<file path="src/hdl/prsdc_pkg.sv">
package prsdc_pkg;
	localparam logic [31:0] CFG_CS1_ADDR = 32'hffff_f4a4;
	localparam logic [31:0] CFG_CS3_ADDR = 32'hffff_f4ac;
	localparam logic [31:0] CFG_CS4_ADDR = 32'hffff_f4b0;
	localparam logic [31:0] CFG_CS6_ADDR = 32'hffff_f4b8;
	localparam logic [31:0] PROM_CFG_ADDR = 32'hffff_f4c0;
	localparam logic [31:0] CTRL_ADDR = 32'hffff_f4c4;
	localparam logic [15:0] SCR_RESET = 16'h30c0;
	localparam logic [15:0] PROM_CFG_RESET = 16'h7000;
	localparam logic [15:0] SCR_WMASK = 16'h70ff;
	localparam logic [15:0] PROM_CFG_WMASK = 16'h700f;
	localparam int SCR_DONE_BIT = 8;
	localparam int MEM_EN_LSB = 0;
	localparam int SPEC_LSB = 8;
	localparam logic [1:0] ACT_WAIT_DEF = 2'h1;
	localparam logic [15:0] REFRESH_INTERVAL = 16'h0600;
	typedef enum {PRSDC_IDLE, PRSDC_PREALL, PRSDC_MRS, PRSDC_READY, PRSDC_PRE, PRSDC_ACT,
		PRSDC_WAIT, PRSDC_CMD, PRSDC_LAT, PRSDC_PREOLD, PRSDC_REF, PRSDC_SELF} prsdc_state_t;
	typedef enum logic [2:0] {CMD_NOP, CMD_ACT, CMD_RD, CMD_WR, CMD_PRE, CMD_PREALL,
		CMD_MRS, CMD_REF} prsdc_cmd_t;
	typedef struct packed {
		logic [1:0] cs_idx;
		logic [1:0] bank;
		logic [12:0] row;
		logic [10:0] col;
		logic write;
	} prsdc_sd_req_t;
endpackage

</file>
<file path="src/hdl/prsdc_ctrl.sv">
`timescale 1ns/1ps
module prsdc_ctrl (
	input wire logic MCLK,
	input wire logic RST_N,
	input wire logic HSEL,
	input wire logic [31:0] HADDR,
	input wire logic [1:0] HTRANS,
	input wire logic HWRITE,
	input wire logic [2:0] HSIZE,
	input wire logic [31:0] HWDATA,
	input wire logic HREADY,
	output logic [31:0] HRDATA,
	output logic HREADYOUT,
	output logic HRESP,
	input wire logic ROM_REQ,
	input wire logic [2:0] ROM_CS,
	input wire logic [25:0] ROM_ADDR,
	output logic ROM_ON_PAGE,
	output logic [2:0] ROM_WAITS,
	input wire logic SD_REQ,
	input wire logic [1:0] SD_CS,
	input wire logic [25:0] SD_ADDR,
	input wire logic SD_WRITE,
	input wire logic SD_FLYBY,
	output logic SD_GRANT,
	output logic SD_DONE,
	output logic [2:0] SD_CMD,
	output logic [12:0] SD_ROW,
	output logic [10:0] SD_COL,
	output logic [1:0] SD_BANK,
	output logic [1:0] SD_CAS_LAT,
	output logic SD_CKE,
	input wire logic SELF_REF_REQ
);
	logic [15:0] scr_q [4];
	logic [15:0] scr_d [4];
	logic [15:0] prom_cfg_q, prom_cfg_d;
	logic [15:0] ctrl_q, ctrl_d;
	logic [3:0] done_q, done_d;
	logic wr_pend_q, wr_pend_d;
	logic flyby_q, flyby_d;
	logic [31:0] addr_q, addr_d;
	logic [31:0] rdata_q, rdata_d;
	logic rom_valid_q, rom_valid_d;
	logic [2:0] rom_cs_q, rom_cs_d;
	logic [25:0] rom_addr_q, rom_addr_d;
	logic rom_on_q, rom_on_d;
	logic [2:0] rom_wait_q, rom_wait_d;
	prsdc_pkg::prsdc_state_t st_q, st_d;
	logic [2:0] cmd_q, cmd_d;
	logic [1:0] cnt_q, cnt_d;
	logic [1:0] mrs_idx_q, mrs_idx_d;
	logic [3:0] open_q, open_d;
	logic [12:0] open_row_q [4];
	logic [12:0] open_row_d [4];
	logic [1:0] old_bank_q, old_bank_d;
	logic [15:0] ref_cnt_q, ref_cnt_d;
	logic grant_q, grant_d, sd_done_q, sd_done_d;
	prsdc_pkg::prsdc_sd_req_t req_q, req_d;
	logic [3:0] rom_ma;
	logic [25:0] rom_cmp_mask;
	logic [1:0] cur_lat;
	logic [1:0] eff_lat;
	logic [15:0] rsel;

	function automatic logic [1:0] lat_decode(input logic [2:0] code);
		case (code)
			3'h1: lat_decode = 2'h1;
			3'h2: lat_decode = 2'h2;
			3'h3: lat_decode = 2'h3;
			default: lat_decode = 2'h2;
		endcase
	endfunction

	function automatic logic [1:0] wait_decode(input logic [1:0] code);
		wait_decode = (code == 2'h0) ? prsdc_pkg::ACT_WAIT_DEF : code;
	endfunction

	function automatic int reg_index(input logic [31:0] a);
		case (a)
			prsdc_pkg::CFG_CS1_ADDR: reg_index = 0;
			prsdc_pkg::CFG_CS3_ADDR: reg_index = 1;
			prsdc_pkg::CFG_CS4_ADDR: reg_index = 2;
			prsdc_pkg::CFG_CS6_ADDR: reg_index = 3;
			prsdc_pkg::PROM_CFG_ADDR: reg_index = 4;
			prsdc_pkg::CTRL_ADDR: reg_index = 5;
			default: reg_index = 6;
		endcase
	endfunction

	// Address split: column low, then row, bank above
	function automatic prsdc_pkg::prsdc_sd_req_t split(input logic [25:0] a,
		input logic [15:0] cfg, input logic [1:0] idx, input logic wr);
		prsdc_pkg::prsdc_sd_req_t r;
		logic [25:0] s;
		logic [3:0] cw;
		logic [3:0] rw;
		s = a >> cfg[5:4];
		cw = 4'(8 + cfg[1:0]);
		rw = 4'(11 + ((cfg[3:2] == 2'h3) ? 2'h0 : cfg[3:2]));
		r.cs_idx = idx;
		r.write = wr;
		r.col = 11'(s & ((26'h1 << cw) - 26'h1));
		r.row = 13'((s >> cw) & ((26'h1 << rw) - 26'h1));
		r.bank = 2'((s >> (5'(cw) + 5'(rw))) & 26'h3);
		split = r;
	endfunction

	assign HREADYOUT = 1'b1;
	assign HRESP = 1'b0;
	assign HRDATA = rdata_q;
	assign ROM_ON_PAGE = rom_on_q;
	assign ROM_WAITS = rom_wait_q;
	assign SD_CMD = cmd_q;
	assign SD_GRANT = grant_q;
	assign SD_DONE = sd_done_q;
	assign SD_ROW = req_q.row;
	assign SD_COL = req_q.col;
	assign SD_BANK = (st_q == prsdc_pkg::PRSDC_PREOLD) ? old_bank_q : req_q.bank;
	assign SD_CAS_LAT = eff_lat;
	assign SD_CKE = (st_q != prsdc_pkg::PRSDC_SELF);

	assign cur_lat = lat_decode(scr_q[req_q.cs_idx][14:12]);
	assign eff_lat = (flyby_q && cur_lat == 2'h1) ? 2'h2 : cur_lat;
	assign rom_ma = prom_cfg_q[3:0];
	assign rom_cmp_mask = ~{19'h0, rom_ma, 3'h0};
	always_comb begin
		rsel = 16'h0;
		case (reg_index(HADDR))
			0, 1, 2, 3: rsel = scr_q[reg_index(HADDR)];
			4: rsel = prom_cfg_q;
			5: rsel = ctrl_q;
			default: rsel = 16'h0;
		endcase
	end

	// Register bus
	always_comb begin
		logic take;
		take = HSEL && HREADY && HTRANS[1];
		wr_pend_d = take && HWRITE;
		addr_d = take ? HADDR : addr_q;
		rdata_d = rdata_q;
		prom_cfg_d = prom_cfg_q;
		ctrl_d = ctrl_q;
		for (int i = 0; i < 4; i++) begin
			scr_d[i] = scr_q[i];
		end
		// Read data stands through the data phase
		if (take && !HWRITE) begin
			rdata_d = {16'h0, rsel};
		end
		if (wr_pend_q) begin
			case (reg_index(addr_q))
				0, 1, 2, 3: scr_d[reg_index(addr_q)] = HWDATA[15:0] & prsdc_pkg::SCR_WMASK;
				4: prom_cfg_d = HWDATA[15:0] & prsdc_pkg::PROM_CFG_WMASK;
				5: ctrl_d = {4'h0, HWDATA[11:8], 4'h0, HWDATA[3:0]};
				default: ;
			endcase
		end
		for (int i = 0; i < 4; i++) begin
			scr_d[i][prsdc_pkg::SCR_DONE_BIT] = done_q[i];
		end
	end

	// Page ROM judgment
	always_comb begin
		logic spec;
		spec = ctrl_q[prsdc_pkg::SPEC_LSB + 1];
		rom_valid_d = rom_valid_q;
		rom_cs_d = rom_cs_q;
		rom_addr_d = rom_addr_q;
		rom_on_d = rom_on_q;
		rom_wait_d = rom_wait_q;
		if (ROM_REQ) begin
			rom_on_d = rom_valid_q && (rom_cs_q == ROM_CS)
				&& (((rom_addr_q ^ ROM_ADDR) & rom_cmp_mask & 26'h3ff_fff8) == 26'h0);
			if (!spec) begin
				rom_on_d = 1'b0;
			end
			rom_wait_d = rom_on_d ? prom_cfg_q[14:12] : 3'h0;
			rom_valid_d = 1'b1;
			rom_cs_d = ROM_CS;
			rom_addr_d = ROM_ADDR;
		end
	end

	// SDRAM sequencer
	always_comb begin
		st_d = st_q;
		cmd_d = prsdc_pkg::CMD_NOP;
		cnt_d = (cnt_q != 2'h0) ? cnt_q - 2'h1 : 2'h0;
		mrs_idx_d = mrs_idx_q;
		open_d = open_q;
		old_bank_d = old_bank_q;
		req_d = req_q;
		flyby_d = flyby_q;
		grant_d = 1'b0;
		sd_done_d = 1'b0;
		done_d = done_q;
		ref_cnt_d = ref_cnt_q + 16'h1;
		for (int i = 0; i < 4; i++) begin
			open_row_d[i] = open_row_q[i];
		end
		for (int i = 0; i < 4; i++) begin
			if (!ctrl_q[prsdc_pkg::MEM_EN_LSB + i] || (wr_pend_q && reg_index(addr_q) == i)) begin
				done_d[i] = 1'b0;
			end
		end
		case (st_q)
			prsdc_pkg::PRSDC_IDLE: begin
				cmd_d = prsdc_pkg::CMD_PREALL;
				open_d = 4'h0;
				st_d = prsdc_pkg::PRSDC_PREALL;
			end
			prsdc_pkg::PRSDC_PREALL: begin
				st_d = prsdc_pkg::PRSDC_READY;
			end
			prsdc_pkg::PRSDC_MRS: begin
				cmd_d = prsdc_pkg::CMD_MRS;
				done_d[mrs_idx_q] = 1'b1;
				st_d = prsdc_pkg::PRSDC_READY;
			end
			prsdc_pkg::PRSDC_READY: begin
				if (SELF_REF_REQ && open_q != 4'h0) begin
					// Close all banks before self refresh
					cmd_d = prsdc_pkg::CMD_PREALL;
					open_d = 4'h0;
				end else if (SELF_REF_REQ) begin
					cmd_d = prsdc_pkg::CMD_REF;
					st_d = prsdc_pkg::PRSDC_SELF;
				end else if (ref_cnt_q >= prsdc_pkg::REFRESH_INTERVAL) begin
					cmd_d = prsdc_pkg::CMD_PREALL;
					ref_cnt_d = 16'h0;
					st_d = prsdc_pkg::PRSDC_REF;
				end else if (|(ctrl_q[3:0] & ~done_q)) begin
					for (int i = 3; i >= 0; i--) begin
						if (ctrl_q[i] && !done_q[i]) begin
							mrs_idx_d = 2'(i);
						end
					end
					st_d = prsdc_pkg::PRSDC_MRS;
				end else if (SD_REQ && done_q[SD_CS]) begin
					req_d = split(SD_ADDR, scr_q[SD_CS], SD_CS, SD_WRITE);
					grant_d = 1'b1;
					flyby_d = SD_FLYBY;
					if (open_d[req_d.bank] && open_row_q[req_d.bank] == req_d.row) begin
						st_d = prsdc_pkg::PRSDC_CMD;
					end else if (open_q[req_d.bank]) begin
						st_d = prsdc_pkg::PRSDC_PRE;
					end else begin
						st_d = prsdc_pkg::PRSDC_ACT;
					end
				end
			end
			prsdc_pkg::PRSDC_PRE: begin
				cmd_d = prsdc_pkg::CMD_PRE;
				open_d[req_q.bank] = 1'b0;
				cnt_d = wait_decode(scr_q[req_q.cs_idx][7:6]);
				st_d = prsdc_pkg::PRSDC_WAIT;
			end
			prsdc_pkg::PRSDC_ACT: begin
				cmd_d = prsdc_pkg::CMD_ACT;
				old_bank_d = req_q.bank;
				for (int i = 0; i < 4; i++) begin
					if (open_q[i] && 2'(i) != req_q.bank) begin
						old_bank_d = 2'(i);
					end
				end
				open_d[req_q.bank] = 1'b1;
				open_row_d[req_q.bank] = req_q.row;
				cnt_d = wait_decode(scr_q[req_q.cs_idx][7:6]);
				st_d = prsdc_pkg::PRSDC_WAIT;
			end
			prsdc_pkg::PRSDC_WAIT: begin
				if (cnt_q == 2'h1) begin
					st_d = open_q[req_q.bank] ? prsdc_pkg::PRSDC_CMD : prsdc_pkg::PRSDC_ACT;
				end
			end
			prsdc_pkg::PRSDC_CMD: begin
				cmd_d = req_q.write ? prsdc_pkg::CMD_WR : prsdc_pkg::CMD_RD;
				cnt_d = eff_lat;
				st_d = req_q.write ? prsdc_pkg::PRSDC_LAT : prsdc_pkg::PRSDC_LAT;
			end
			prsdc_pkg::PRSDC_LAT: begin
				if (cnt_q <= 2'h1 || req_q.write) begin
					sd_done_d = 1'b1;
					st_d = (old_bank_q != req_q.bank && open_q[old_bank_q])
						? prsdc_pkg::PRSDC_PREOLD : prsdc_pkg::PRSDC_READY;
				end
			end
			prsdc_pkg::PRSDC_PREOLD: begin
				cmd_d = prsdc_pkg::CMD_PRE;
				open_d[old_bank_q] = 1'b0;
				old_bank_d = req_q.bank;
				st_d = prsdc_pkg::PRSDC_READY;
			end
			prsdc_pkg::PRSDC_REF: begin
				cmd_d = prsdc_pkg::CMD_REF;
				open_d = 4'h0;
				st_d = prsdc_pkg::PRSDC_READY;
			end
			prsdc_pkg::PRSDC_SELF: begin
				if (!SELF_REF_REQ) begin
					cmd_d = prsdc_pkg::CMD_PREALL;
					open_d = 4'h0;
					st_d = prsdc_pkg::PRSDC_PREALL;
				end
			end
			default: st_d = prsdc_pkg::PRSDC_IDLE;
		endcase
	end

	always_ff @(posedge MCLK) begin
		if (!RST_N) begin
			for (int i = 0; i < 4; i++) begin
				scr_q[i] <= prsdc_pkg::SCR_RESET;
				open_row_q[i] <= 13'h0;
			end
			prom_cfg_q <= prsdc_pkg::PROM_CFG_RESET;
			ctrl_q <= 16'h0;
			done_q <= 4'h0;
			wr_pend_q <= 1'b0;
			flyby_q <= 1'b0;
			addr_q <= 32'h0;
			rdata_q <= 32'h0;
			rom_valid_q <= 1'b0;
			rom_cs_q <= 3'h0;
			rom_addr_q <= 26'h0;
			rom_on_q <= 1'b0;
			rom_wait_q <= 3'h0;
			st_q <= prsdc_pkg::PRSDC_IDLE;
			cmd_q <= prsdc_pkg::CMD_NOP;
			cnt_q <= 2'h0;
			mrs_idx_q <= 2'h0;
			open_q <= 4'h0;
			old_bank_q <= 2'h0;
			ref_cnt_q <= 16'h0;
			grant_q <= 1'b0;
			sd_done_q <= 1'b0;
			req_q <= '0;
		end else begin
			for (int i = 0; i < 4; i++) begin
				scr_q[i] <= scr_d[i];
				open_row_q[i] <= open_row_d[i];
			end
			prom_cfg_q <= prom_cfg_d;
			ctrl_q <= ctrl_d;
			done_q <= done_d;
			wr_pend_q <= wr_pend_d;
			flyby_q <= flyby_d;
			addr_q <= addr_d;
			rdata_q <= rdata_d;
			rom_valid_q <= rom_valid_d;
			rom_cs_q <= rom_cs_d;
			rom_addr_q <= rom_addr_d;
			rom_on_q <= rom_on_d;
			rom_wait_q <= rom_wait_d;
			st_q <= st_d;
			cmd_q <= cmd_d;
			cnt_q <= cnt_d;
			mrs_idx_q <= mrs_idx_d;
			open_q <= open_d;
			old_bank_q <= old_bank_d;
			ref_cnt_q <= ref_cnt_d;
			grant_q <= grant_d;
			sd_done_q <= sd_done_d;
			req_q <= req_d;
		end
	end
endmodule

</file>
<file path="config.mk">
export PLATFORM = sky130hd
export DESIGN_NAME = prsdc_ctrl
export DESIGN_NICKNAME = d
export VERILOG_FILES = /design/src/hdl/prsdc_pkg.sv /design/src/hdl/prsdc_ctrl.sv
export SDC_FILE = /design/constraint.sdc
export NUM_CORES = 1
export LEC_CHECK = 0
export ABC_AREA = 1
export BUFFER_PORTS_ARGS = -buffer_cell sky130_fd_sc_hd__buf_2
export CORE_UTILIZATION = 30
export CTS_CLUSTER_SIZE = 10
export DETAILED_ROUTE_END_ITERATION = 10
export PLACE_DENSITY = 0.5
export RECOVER_POWER = 100
export SYNTH_ARGS = -nofsm -noshare
export SYNTH_HDL_FRONTEND = slang
export SYNTH_SLANG_ARGS = --single-unit
</file>
<file path="constraint.sdc">
create_clock -name MCLK -period 6.85 [get_ports MCLK]
set_input_delay 1.37 -clock MCLK [delete_from_list [all_inputs] [get_ports MCLK]]
set_output_delay 1.37 -clock MCLK [all_outputs]
set_load 0.05 [all_outputs]
</file>
==> qor.txt, run 1 <==
critical path launch point = SD_CS[0]
number of synthesized flops with an enable pin = 0
dpl ws = 0.666 ns
PnR worst setup slack = 1.19 ns
fraction of synthesized area in multiplexers = 0.150%
Worst VDD drop = 0.000151 V
skew final = 0.0101 ns
vias in the first global route = 12909
crit path capture = st_q[0]$_SDFFE_PN0P_
pin count of the biggest net entering global routing = 105
ys async rst share = 0%
synth warn = 0
die height = 219 um
Min Hold Slack = 0.454 ns
layout cell share with drive strength beyond 1 = 9.11%
Netlist Area Pre-Place = 14100 um2
sequential element share of the synthesized area = 37.5%
Final Setup Violations = 0
Root Buffer = clkbuf_16
Initial Util = 30.4%
Via density = 4.99
status = complete, but fails checks
final WL = 44400 um
CP max FO = 22
Post-Syn Instances = 2097
Hold Path Origin = addr_q[14]$_SDFFE_PN0P_
I/O Pins = 208
Final Power = 4.11 mW
Clock transition at path regs = 0.06 ns
largest family of logic cells by synthesized area = simple AND/OR/NAND/NOR gates
reg-to-reg slack, setup = 1.98 ns
r2r worst-path depth = 28
total CTS buffers = 35
FF-to-FF Start = scr_q[0][0]$_SDFFE_PN0P_
Crit path buffers/inverters = 3
register bit total from synthesis = 265
reg2reg end = st_q[0]$_SDFFE_PN0P_
CP dominant cell by count = nand2_1
Period minus WS final = 5.66 ns
fmax = 177 MHz
routed vias = 14034
Synth Area in Compound Gates = 20.0%
ys flop type = dfxtp_1
sequential cell area = 5310 um2
hpwl dp = 30800 um
GRT Util Overall = 18.3%
row count = 79
# clock sinks = 265
fin. max-slew vios = 324
Hold Fails Final Rpt = 0
Tcrit/Tclk final = 82.7%
Hold Crit Class = reg -> reg
clock tree buffer depth = 3
Critical Path RT = 7.28 ns
Worst Tran Pin Value = 4.28 ns
RSZ-0062 raised after global routing = false
PwrDens = 255 nW/um2
syn avg cell area = 6.74 um2
first-pass GRT wire length = 70100 um
Die X = 219 um
worst path arrival time = 6.09 ns
first-pass detailed-route iteration total = 6
fraction of the mapped netlist area in simple logic gates = 28.1%
Leak = 6.56 nW
post-CTS repair timing setup buffer count = 0
area grow syn2layout = 14.1%
Worst setup EP type = register
clock latency on the worst-skew pair = 0.54 ns
initial antenna violation count = 1
ANT nets after route = 0
synth unique cells = 56
total grt overflow = 0
post_cts resized = 0
die area = 48000 um2
Setup CP Type = in -> reg
startpoint types = primary input
failing checks = capacitance limit, slew limit
critical path depth = 29
Max-Cap Viols = 6
Worst path slowest cell = fa_1
Rel. slew slack = -185%
Filler cells = 5065
Top delay family on crit path = simple AND/OR/NAND/NOR gates
xor and xnor area share after synthesis = 1.67%
hold buffers post-CTS = 0
Port Buffers = 164
CORE AREA = 46600 um2
Synth Area in Adders = 0.850%
area of the multi-input gates = 7260 um2
Final TNS setup = 0 ns
H-tree lvl count = 2
Final GP Congestion = 0.854
WL/cell = 15.8 um
CTS tree = yes
Slowest Stage Delay on Critical Path = 0.65 ns
DRT iter0 DRCs = 1069
nets = 2338
DRC viols = 0
==> routing by layer <==
layer,wire [um],vias to the layer above,track usage (%)
li1,-,7161,-
met1,20900,6465,24.9
met2,19900,349,29.2
met3,2830,59,3.94
met4,846,0,4.86
met5,0,-,0
==> cells in the final DEF (no fill, tap or decap), types with 4 or more instances in the layout <==
cell	instances
o211ai_2	4
o221ai_1	6
o31ai_1	6
buf_2	109
conb_1	19
ha_1	8
o22ai_1	6
clkbuf_1	64
nand2_1	417
o21ai_1	12
o211ai_1	31
nor3_1	32
nand3b_1	5
nand3_2	5
a21oi_1	185
dfxtp_1	265
inv_1	228
o21ai_0	181
clkbuf_16	35
xor2_1	17
or2_2	10
o311ai_0	6
a211oi_1	18
buf_4	14
xnor2_1	10
a31oi_1	16
nand4_1	38
nor2_1	203
nor4_1	22
inv_2	4
nand3_1	178
a221oi_1	8
==> kinds of logic (layout without fill, tap and decap cells) <==
group,count (synthesis),in the layout
AND/OR/NAND/NOR,921,921
AO/OA/AOI/OAI,497,497
buffers and inverters,374,467
flip-flops,265,265
XOR/XNOR,27,27
adder cells (fa/ha/maj),9,9
other,2,20
multiplexers,2,2
==> metrics by stage <==
step	cells	cell area (um2)	utilization (%)
after floorplan	2114	14200	-
after global placement	2763	15200	32.6
after detailed placement	2763	15200	32.6
after CTS	2814	16200	34.9
after global routing	2815	16100	34.6
final	2815	16100	34.6
==> tightest hold or removal path, stage by stage (launching register included) <==
cell     delay (ns)
dfxtp_1        0.29
inv_1          0.06
a21oi_1        0.05
==> cells in the mapped netlist (4+ instances only) <==
| library cell | n | share of area [%] |
|---|---|---|
| a211oi_1 | 18 | 0.96 |
| a21oi_1 | 185 | 6.5 |
| a221oi_1 | 8 | 0.50 |
| a31oi_1 | 16 | 0.71 |
| buf_1 | 5 | 0.13 |
| buf_2 | 17 | 0.60 |
| buf_4 | 47 | 2.5 |
| buf_6 | 7 | 0.56 |
| clkbuf_1 | 64 | 1.7 |
| dfxtp_1 | 265 | 38 |
| ha_1 | 8 | 0.71 |
| inv_1 | 228 | 6.1 |
| inv_2 | 5 | 0.13 |
| nand2_1 | 417 | 11 |
| nand3_1 | 179 | 6.3 |
| nand3_2 | 4 | 0.28 |
| nand3b_1 | 5 | 0.27 |
| nand4_1 | 38 | 1.7 |
| nor2_1 | 204 | 5.4 |
| nor3_1 | 33 | 1.2 |
| nor4_1 | 22 | 0.97 |
| o211ai_1 | 31 | 1.6 |
| o211ai_2 | 4 | 0.35 |
| o21ai_0 | 181 | 6.4 |
| o21ai_1 | 12 | 0.42 |
| o221ai_1 | 6 | 0.37 |
| o22ai_1 | 6 | 0.27 |
| o311ai_0 | 6 | 0.37 |
| o31ai_1 | 7 | 0.37 |
| or2_2 | 10 | 0.44 |
| xnor2_1 | 10 | 0.62 |
| xor2_1 | 17 | 1.1 |
==> report_power, final <==
| group | switching, mW | total (mW) | internal, mW |
|---|---|---|---|
| clock | 0.706 | 1.74 | 1.04 |
| sequential | 0.0327 | 1.62 | 1.59 |
| combinational | 0.528 | 0.744 | 0.216 |
==> state kept, by name, indices dropped and copies added, names as in the netlist, 5 cells and up, named ones only <==
register and count:
open_row_q 52, scr_q 48, addr_q 32, rom_addr_q 23, ref_cnt_q 16, HRDATA 15
SD_ROW 13, SD_COL 11, ctrl_q 8, prom_cfg_q 7, req_q 5
==> worst min-delay path by stage <==
stage                                    to  slack, ns  cells after the start
finish              addr_q[14]$_SDFFE_PN0P_       0.45                      2
global route        addr_q[24]$_SDFFE_PN0P_       0.47                      2
detailed placement   scr_q[1][8]$_SDFF_PN0_       0.44                      2
CTS                 addr_q[16]$_SDFFE_PN0P_       0.46                      2
floorplan            scr_q[1][8]$_SDFF_PN0_       0.42                      2
global placement     scr_q[1][8]$_SDFF_PN0_       0.44                      2
==> layout make-up <==
cell class                      count  area share, %
Tap cell                          607           4.71
Clock buffer                       43           5.80
Clock inverter                      8          0.706
Sequential cell                   265           32.9
Antenna cell                        1         0.0155
Timing Repair Buffer              182           5.41
Inverter                          234           5.45
Multi-Input combinational cell   1475           45.0
Note: power is estimated with default switching activity, not from simulation.
==> run 2, diff against run 1 <==
Settings changed: ABC_AREA 1 to 0, PLACE_DENSITY 0.5 to 0.52.
Clock period 6.85 ns to 4.6 ns, I/O delays scaled along.
==> run 2 against run 1 <==
The flow still finishes with violations (capacitance limit, slew limit). Via count fell by 12%. Core utilization up 2.3 points. Hold slack worse by 0.0047 ns. Final cell count is 12% lower. Clock power up 49%. Die area decreased by 0.53%. Count of clock-buffer cells in the layout increased by 6. Cell area increased by 5.0%. Synthesized cell count fell by 20%.
==> qor.txt, run 2 <==
Worst VDD drop = 0.000260 V
Post-synth top cells = 303 x nand2_1, 265 x dfxtp_1, 167 x nor2_1
CP Cell Sequence = buf_6 > mux4_2 > inv_2 > ha_4 > inv_1 > ha_4 > fa_2 > buf_6 > buf_4 > nand2b_1 > a311oi_2 > o211a_1 > nor3_4 > buf_12 > buf_4 > a311o_1 > o32ai_4 > xnor2_2 > nor4_4 > nand4_1 > a211oi_2
ANT cells = 0
PwrDens = 328 nW/um2
Top Layer Used = met5
Placed Cells = 2409
total CTS buffers = 35
Rel. slew slack = -36.6%
Synth area leaders = dfxtp_1 38%, mux2i_1 11%, nand2_1 8.1%
first-pass detailed-route iteration total = 5
Hold Fails Final Rpt = 0
area grow syn2layout = 20.4%
Final TNS setup = 0 ns
syn avg cell area = 8.38 um2
non-filler cells, final = 2475
I/O Pins = 208
H-tree lvl count = 2
number of flip-flops in the largest register = 52
top cell type's share of synthesized area = 37.7%
initial antenna violation count = 1
# clock sinks = 265
fin. max-slew vios = 154
hold buffers post-CTS = 0
DRC viols = 0
Tcrit/Tclk final = 99.3%
Post-Syn Instances = 1679
fraction of the mapped netlist area in simple logic gates = 20.1%
Port Buffers = 164
startpoint types = primary input
metal2 WL = 19800 um
post-synth top area cell = dfxtp_1
Crit path buffers/inverters = 7
clock latency on the worst-skew pair = 0.56 ns
Max-Cap Viols = 2
dpl ws = -0.505 ns
commonest non-fill, non-tap cells in the layout = 303 x nand2_1, 265 x dfxtp_1, 165 x nor2_1, 160 x mux2i_1, 159 x a21oi_1
Leak = 6.13 nW
number of synthesized flops with an enable pin = 0
total grt overflow = 0
Hold Crit Class = reg -> reg
Final GP Congestion = 0.874
CORE AREA = 45800 um2
ys async rst share = 0%
ANT nets after route = 0
PnR worst setup slack = 0.0340 ns
CTS tree = yes
Metal-1 WL = 18400 um
CP max FO = 12
routed vias = 12419
register bit total from synthesis = 265
hpwl dp = 28800 um
layout cell share with drive strength beyond 1 = 17.7%
synth unique cells = 85
Reg with most FFs = open_row_q
Worst path slowest cell = fa_2
fmax = 219 MHz
Critical Path RT = 5.07 ns
first-pass GRT wire length = 65100 um
fraction of synthesized area in multiplexers = 14.9%
Clock transition at path regs = 0.05 ns
Synth Area in Adders = 0.854%
Worst Tran Pin Value = 2.05 ns
largest family of logic cells by synthesized area = simple AND/OR/NAND/NOR gates
Filler cells = 4726
final WL = 41200 um
sequential element share of the synthesized area = 37.7%
Slowest Stage Delay on Critical Path = 0.58 ns
Top delay family on crit path = compound AO/OA/AOI/OAI gates
die area = 47700 um2
clock tree buffer depth = 3
Netlist Area Pre-Place = 14100 um2
Via density = 5.02
skew final = 0.0208 ns
pin count of the biggest net entering global routing = 116
ys flop type = dfxtp_1
synth warn = 0
Setup CP Type = in -> reg
vias in the first global route = 12100
commonest non-fill, non-tap cell in the layout = nand2_1
status = complete, but fails checks
worst path arrival time = 5.03 ns
met3 wire len = 2080 um
Worst setup EP type = register
Die X = 219 um
Regs by FF count = open_row_q (52), scr_q (48), addr_q (32)
Synth Area in Compound Gates = 16.4%
nets = 2001
WL/cell = 16.6 um
failing checks = capacitance limit, slew limit
Period minus WS final = 4.57 ns
DRT iter0 DRCs = 665
xor and xnor area share after synthesis = 3.43%
die height = 219 um
Initial Util = 30.7%
row count = 78
Root Buffer = clkbuf_16
count leader, synth = nand2_1
Final Setup Violations = 0
RSZ-0062 raised after global routing = true
GRT Util Overall = 17.1%
==> run 2: area by class of cell <==
type	count	area (um2)	share of cell area, %
Clock buffer	49	978	5.78
Clock inverter	7	104	0.613
Inverter	27	101	0.599
Multi-Input combinational cell	1254	8050	47.5
Sequential cell	265	5310	31.3
Tap cell	600	751	4.43
Timing Repair Buffer	273	1640	9.71
==> run 2: where the power goes <==
group          internal [mW]  switching, mW
sequential              2.34         0.0695
combinational          0.215          0.338
clock                   1.54           1.05
==> run 2: cell families after synthesis <==
kind of cell,after synthesis
simple gates,638
fa+ha+maj,9
mux,186
xor+xnor,55
buf+inv,178
other cells,2
flops,265
compound gates,346
==> run 2: metal layers <==
layer | vias up | track usage [%]
met1 | 5919 | 21.7
met5 | - | 0
li1 | 6188 | -
met4 | 2 | 5.29
met2 | 258 | 29.1
met3 | 52 | 3.23
==> run 2: final timing paths <==
check | startpoint | end | slack [ns] | cells past startpoint
worst max-delay path | SD_CS[0] | st_q[0]$_SDFFE_PN0P_ | 0.03 | 21
worst min-delay path | SD_COL[9]$_SDFFE_PN0P_ | SD_COL[9]$_SDFFE_PN0P_ | 0.45 | 2
worst max register to register | scr_q[3][3]$_SDFFE_PN0P_ | st_q[0]$_SDFFE_PN0P_ | 0.19 | 20
worst min register to register | SD_COL[9]$_SDFFE_PN0P_ | SD_COL[9]$_SDFFE_PN0P_ | 0.45 | 2
==> run 2: tightest hold or removal path: cells and delay by family (launching register included) <==
family,cells,cell delay (ns)
compound gates,1,0.05
simple gates,1,0.05
flops,1,0.30
==> run 2: what timing repair did <==
action,4_1_cts,5_1_grt
endpoints found under the hold margin,0,0
buffers inserted,0,7
resized for setup,0,22
endpoints found under the setup margin,0,2
==> run 2: metrics by stage <==
step | power, mW | area (um2) | hold slack (ns) | util [%]
after global routing | 5.81 | 16900 | 0.462 | 37.0
after CTS | 5.65 | 16800 | 0.448 | 36.8
after detailed placement | 3.01 | 15700 | 0.441 | 34.4
after floorplan | 2.84 | 14200 | 0.431 | -
after global placement | 3.00 | 15700 | 0.438 | 34.4
final | 5.56 | 16900 | 0.450 | 37.0
==> run 3, diff against run 2 <==
Settings changed: PLACE_DENSITY 0.52 to unset.
==> run 3 against run 2 <==
The run still ends with capacitance limit, slew limit left. Core utilization decreased by 0.10 points. Hold slack got worse by 0.0021 ns. Combinational power increased by 4.9%. Largest power group unchanged. Critical path depth unchanged. Highest routed layer unchanged. Final cell count decreased by 0.20%.
==> qor.txt, run 3 (synthesized netlist as in run 2, its figures left out) <==
status = complete, but fails checks
failing checks = capacitance limit, slew limit
worst path arrival time = 4.98 ns
Final Setup Violations = 0
CP max FO = 12
hold buffers post-CTS = 0
DRC viols = 0
layout cell share with drive strength beyond 1 = 17.1%
startpoint types = primary input
Clock transition at path regs = 0.06 ns
Hold Path Origin = SD_COL[7]$_SDFFE_PN0P_
Port Buffers = 164
row count = 78
Final Power = 5.43 mW
die area = 47700 um2
nets = 2002
reg-to-reg slack, setup = 0.22 ns
Period minus WS final = 4.54 ns
Hold Fails Final Rpt = 0
DRT iter0 DRCs = 842
Reg with most FFs = open_row_q
H-tree lvl count = 2
routed vias = 12492
commonest non-fill, non-tap cells in the layout = 303 x nand2_1, 265 x dfxtp_1, 166 x nor2_1, 159 x a21oi_1, 159 x mux2i_1
vias in the first global route = 12008
commonest non-fill, non-tap cell in the layout = nand2_1
Regs by FF count = open_row_q (52), scr_q (48), addr_q (32)
Tcrit/Tclk final = 98.7%
Max-Cap Viols = 2
Die X = 219 um
I/O Pins = 208
hold depth = 2
number of flip-flops in the largest register = 52
clock tree buffer depth = 3
PwrDens = 322 nW/um2
hold endpoint = SD_COL[7]$_SDFFE_PN0P_
Final TNS setup = 0 ns
GRT Util Overall = 16.7%
Worst Tran Pin Value = 2.07 ns
ANT nets after route = 0
# clock sinks = 265
area grow syn2layout = 20.1%
pin count of the biggest net entering global routing = 103
Final GP Congestion = 0.895
first-pass detailed-route iteration total = 5
reg2reg end = st_q[0]$_SDFFE_PN0P_
skew final = 0.0159 ns
initial antenna violation count = 2
total grt overflow = 0
CTS tree = yes
total CTS buffers = 34
clock latency on the worst-skew pair = 0.53 ns
Min Hold Slack = 0.447 ns
ANT cells = 0
fmax = 220 MHz
Setup CP Type = in -> reg
Filler cells = 4643
dpl ws = -0.562 ns
Hold Crit Class = reg -> reg
Worst setup EP type = register
CORE AREA = 45800 um2
RSZ-0062 raised after global routing = true
Initial Util = 30.7%
Via density = 5.06
Root Buffer = clkbuf_16
Critical Path RT = 5.04 ns
PnR worst setup slack = 0.0611 ns
final WL = 40800 um
die height = 219 um
hpwl dp = 29000 um
WL/cell = 16.5 um
Worst VDD drop = 0.000289 V
Rel. slew slack = -38.0%
first-pass GRT wire length = 64200 um
Leak = 6.08 nW
fin. max-slew vios = 48
FF-to-FF Start = scr_q[3][3]$_SDFFE_PN0P_
r2r worst-path depth = 20
==> run 3: final cells by class <==
class	count	area (um2)	area share (%)
multi-input cells	1255	8080	47.8
flip-flops and latches	265	5310	31.4
repair buffers	274	1650	9.77
clock buffers	44	918	5.44
well taps	600	751	4.45
inverters	27	109	0.645
clock inverters	5	78.8	0.467
==> run 3: worst max-delay path by stage <==
stage             start              endpoint  slack, ns  cells past startpoint
2_1_floorplan  SD_CS[0]  st_q[0]$_SDFFE_PN0P_      -0.08                     19
3_3_place_gp   SD_CS[0]  st_q[0]$_SDFFE_PN0P_      -0.52                     17
3_5_place_dp   SD_CS[0]  st_q[0]$_SDFFE_PN0P_      -0.56                     16
4_1_cts        SD_CS[0]  st_q[0]$_SDFFE_PN0P_       0.15                     19
5_1_grt        SD_CS[0]  st_q[0]$_SDFFE_PN0P_      -0.09                     21
6_report       SD_CS[0]  st_q[0]$_SDFFE_PN0P_       0.06                     21
==> run 3: timing repair <==
action | 4_1_cts | 5_1_grt
endpoints found under the hold margin | 0 | 0
pin swaps | 0 | 22
endpoints found under the setup margin | 1 | 2
cloned | 0 | 4
gates resized for setup | 1 | 31
buffers inserted | 0 | 14
==> run 3: critical path, stage by stage <==
cell	delay, ns
buf_8	0.08
mux4_2	0.52
inv_2	0.10
ha_4	0.15
inv_4	0.03
ha_4	0.15
fa_2	0.62
buf_6	0.13
buf_4	0.09
nand2b_1	0.06
a311oi_2	0.32
o211a_4	0.25
buf_12	0.11
nor3_4	0.04
buf_12	0.14
a311o_1	0.34
o32ai_2	0.13
xor2_1	0.19
and4_4	0.24
nand4_1	0.14
a211oi_2	0.23
==> run 3: layer usage <==
layer | wire length, um | share of wire [%] | global-route usage, %
met5 | 17 | 0.042 | 0
met4 | 1260 | 3.1 | 6.25
met3 | 2470 | 6.0 | 3.88
met2 | 19400 | 48 | 28.0
met1 | 17600 | 43 | 20.7
==> run 3: stage by stage <==
stage	cells	util (%)	instance area, um2
finish	2470	36.9	16900
global route	2470	36.9	16900
CTS	2453	36.5	16700
detailed placement	2404	34.3	15700
global placement	2404	34.3	15700
floorplan	1696	-	14200
==> run 3: report_power, final <==
part / switching (mW) / internal, mW
clock: 0.997 / 1.45
combinational: 0.357 / 0.223
sequential: 0.0552 / 2.35
total: 1.41 / 4.02
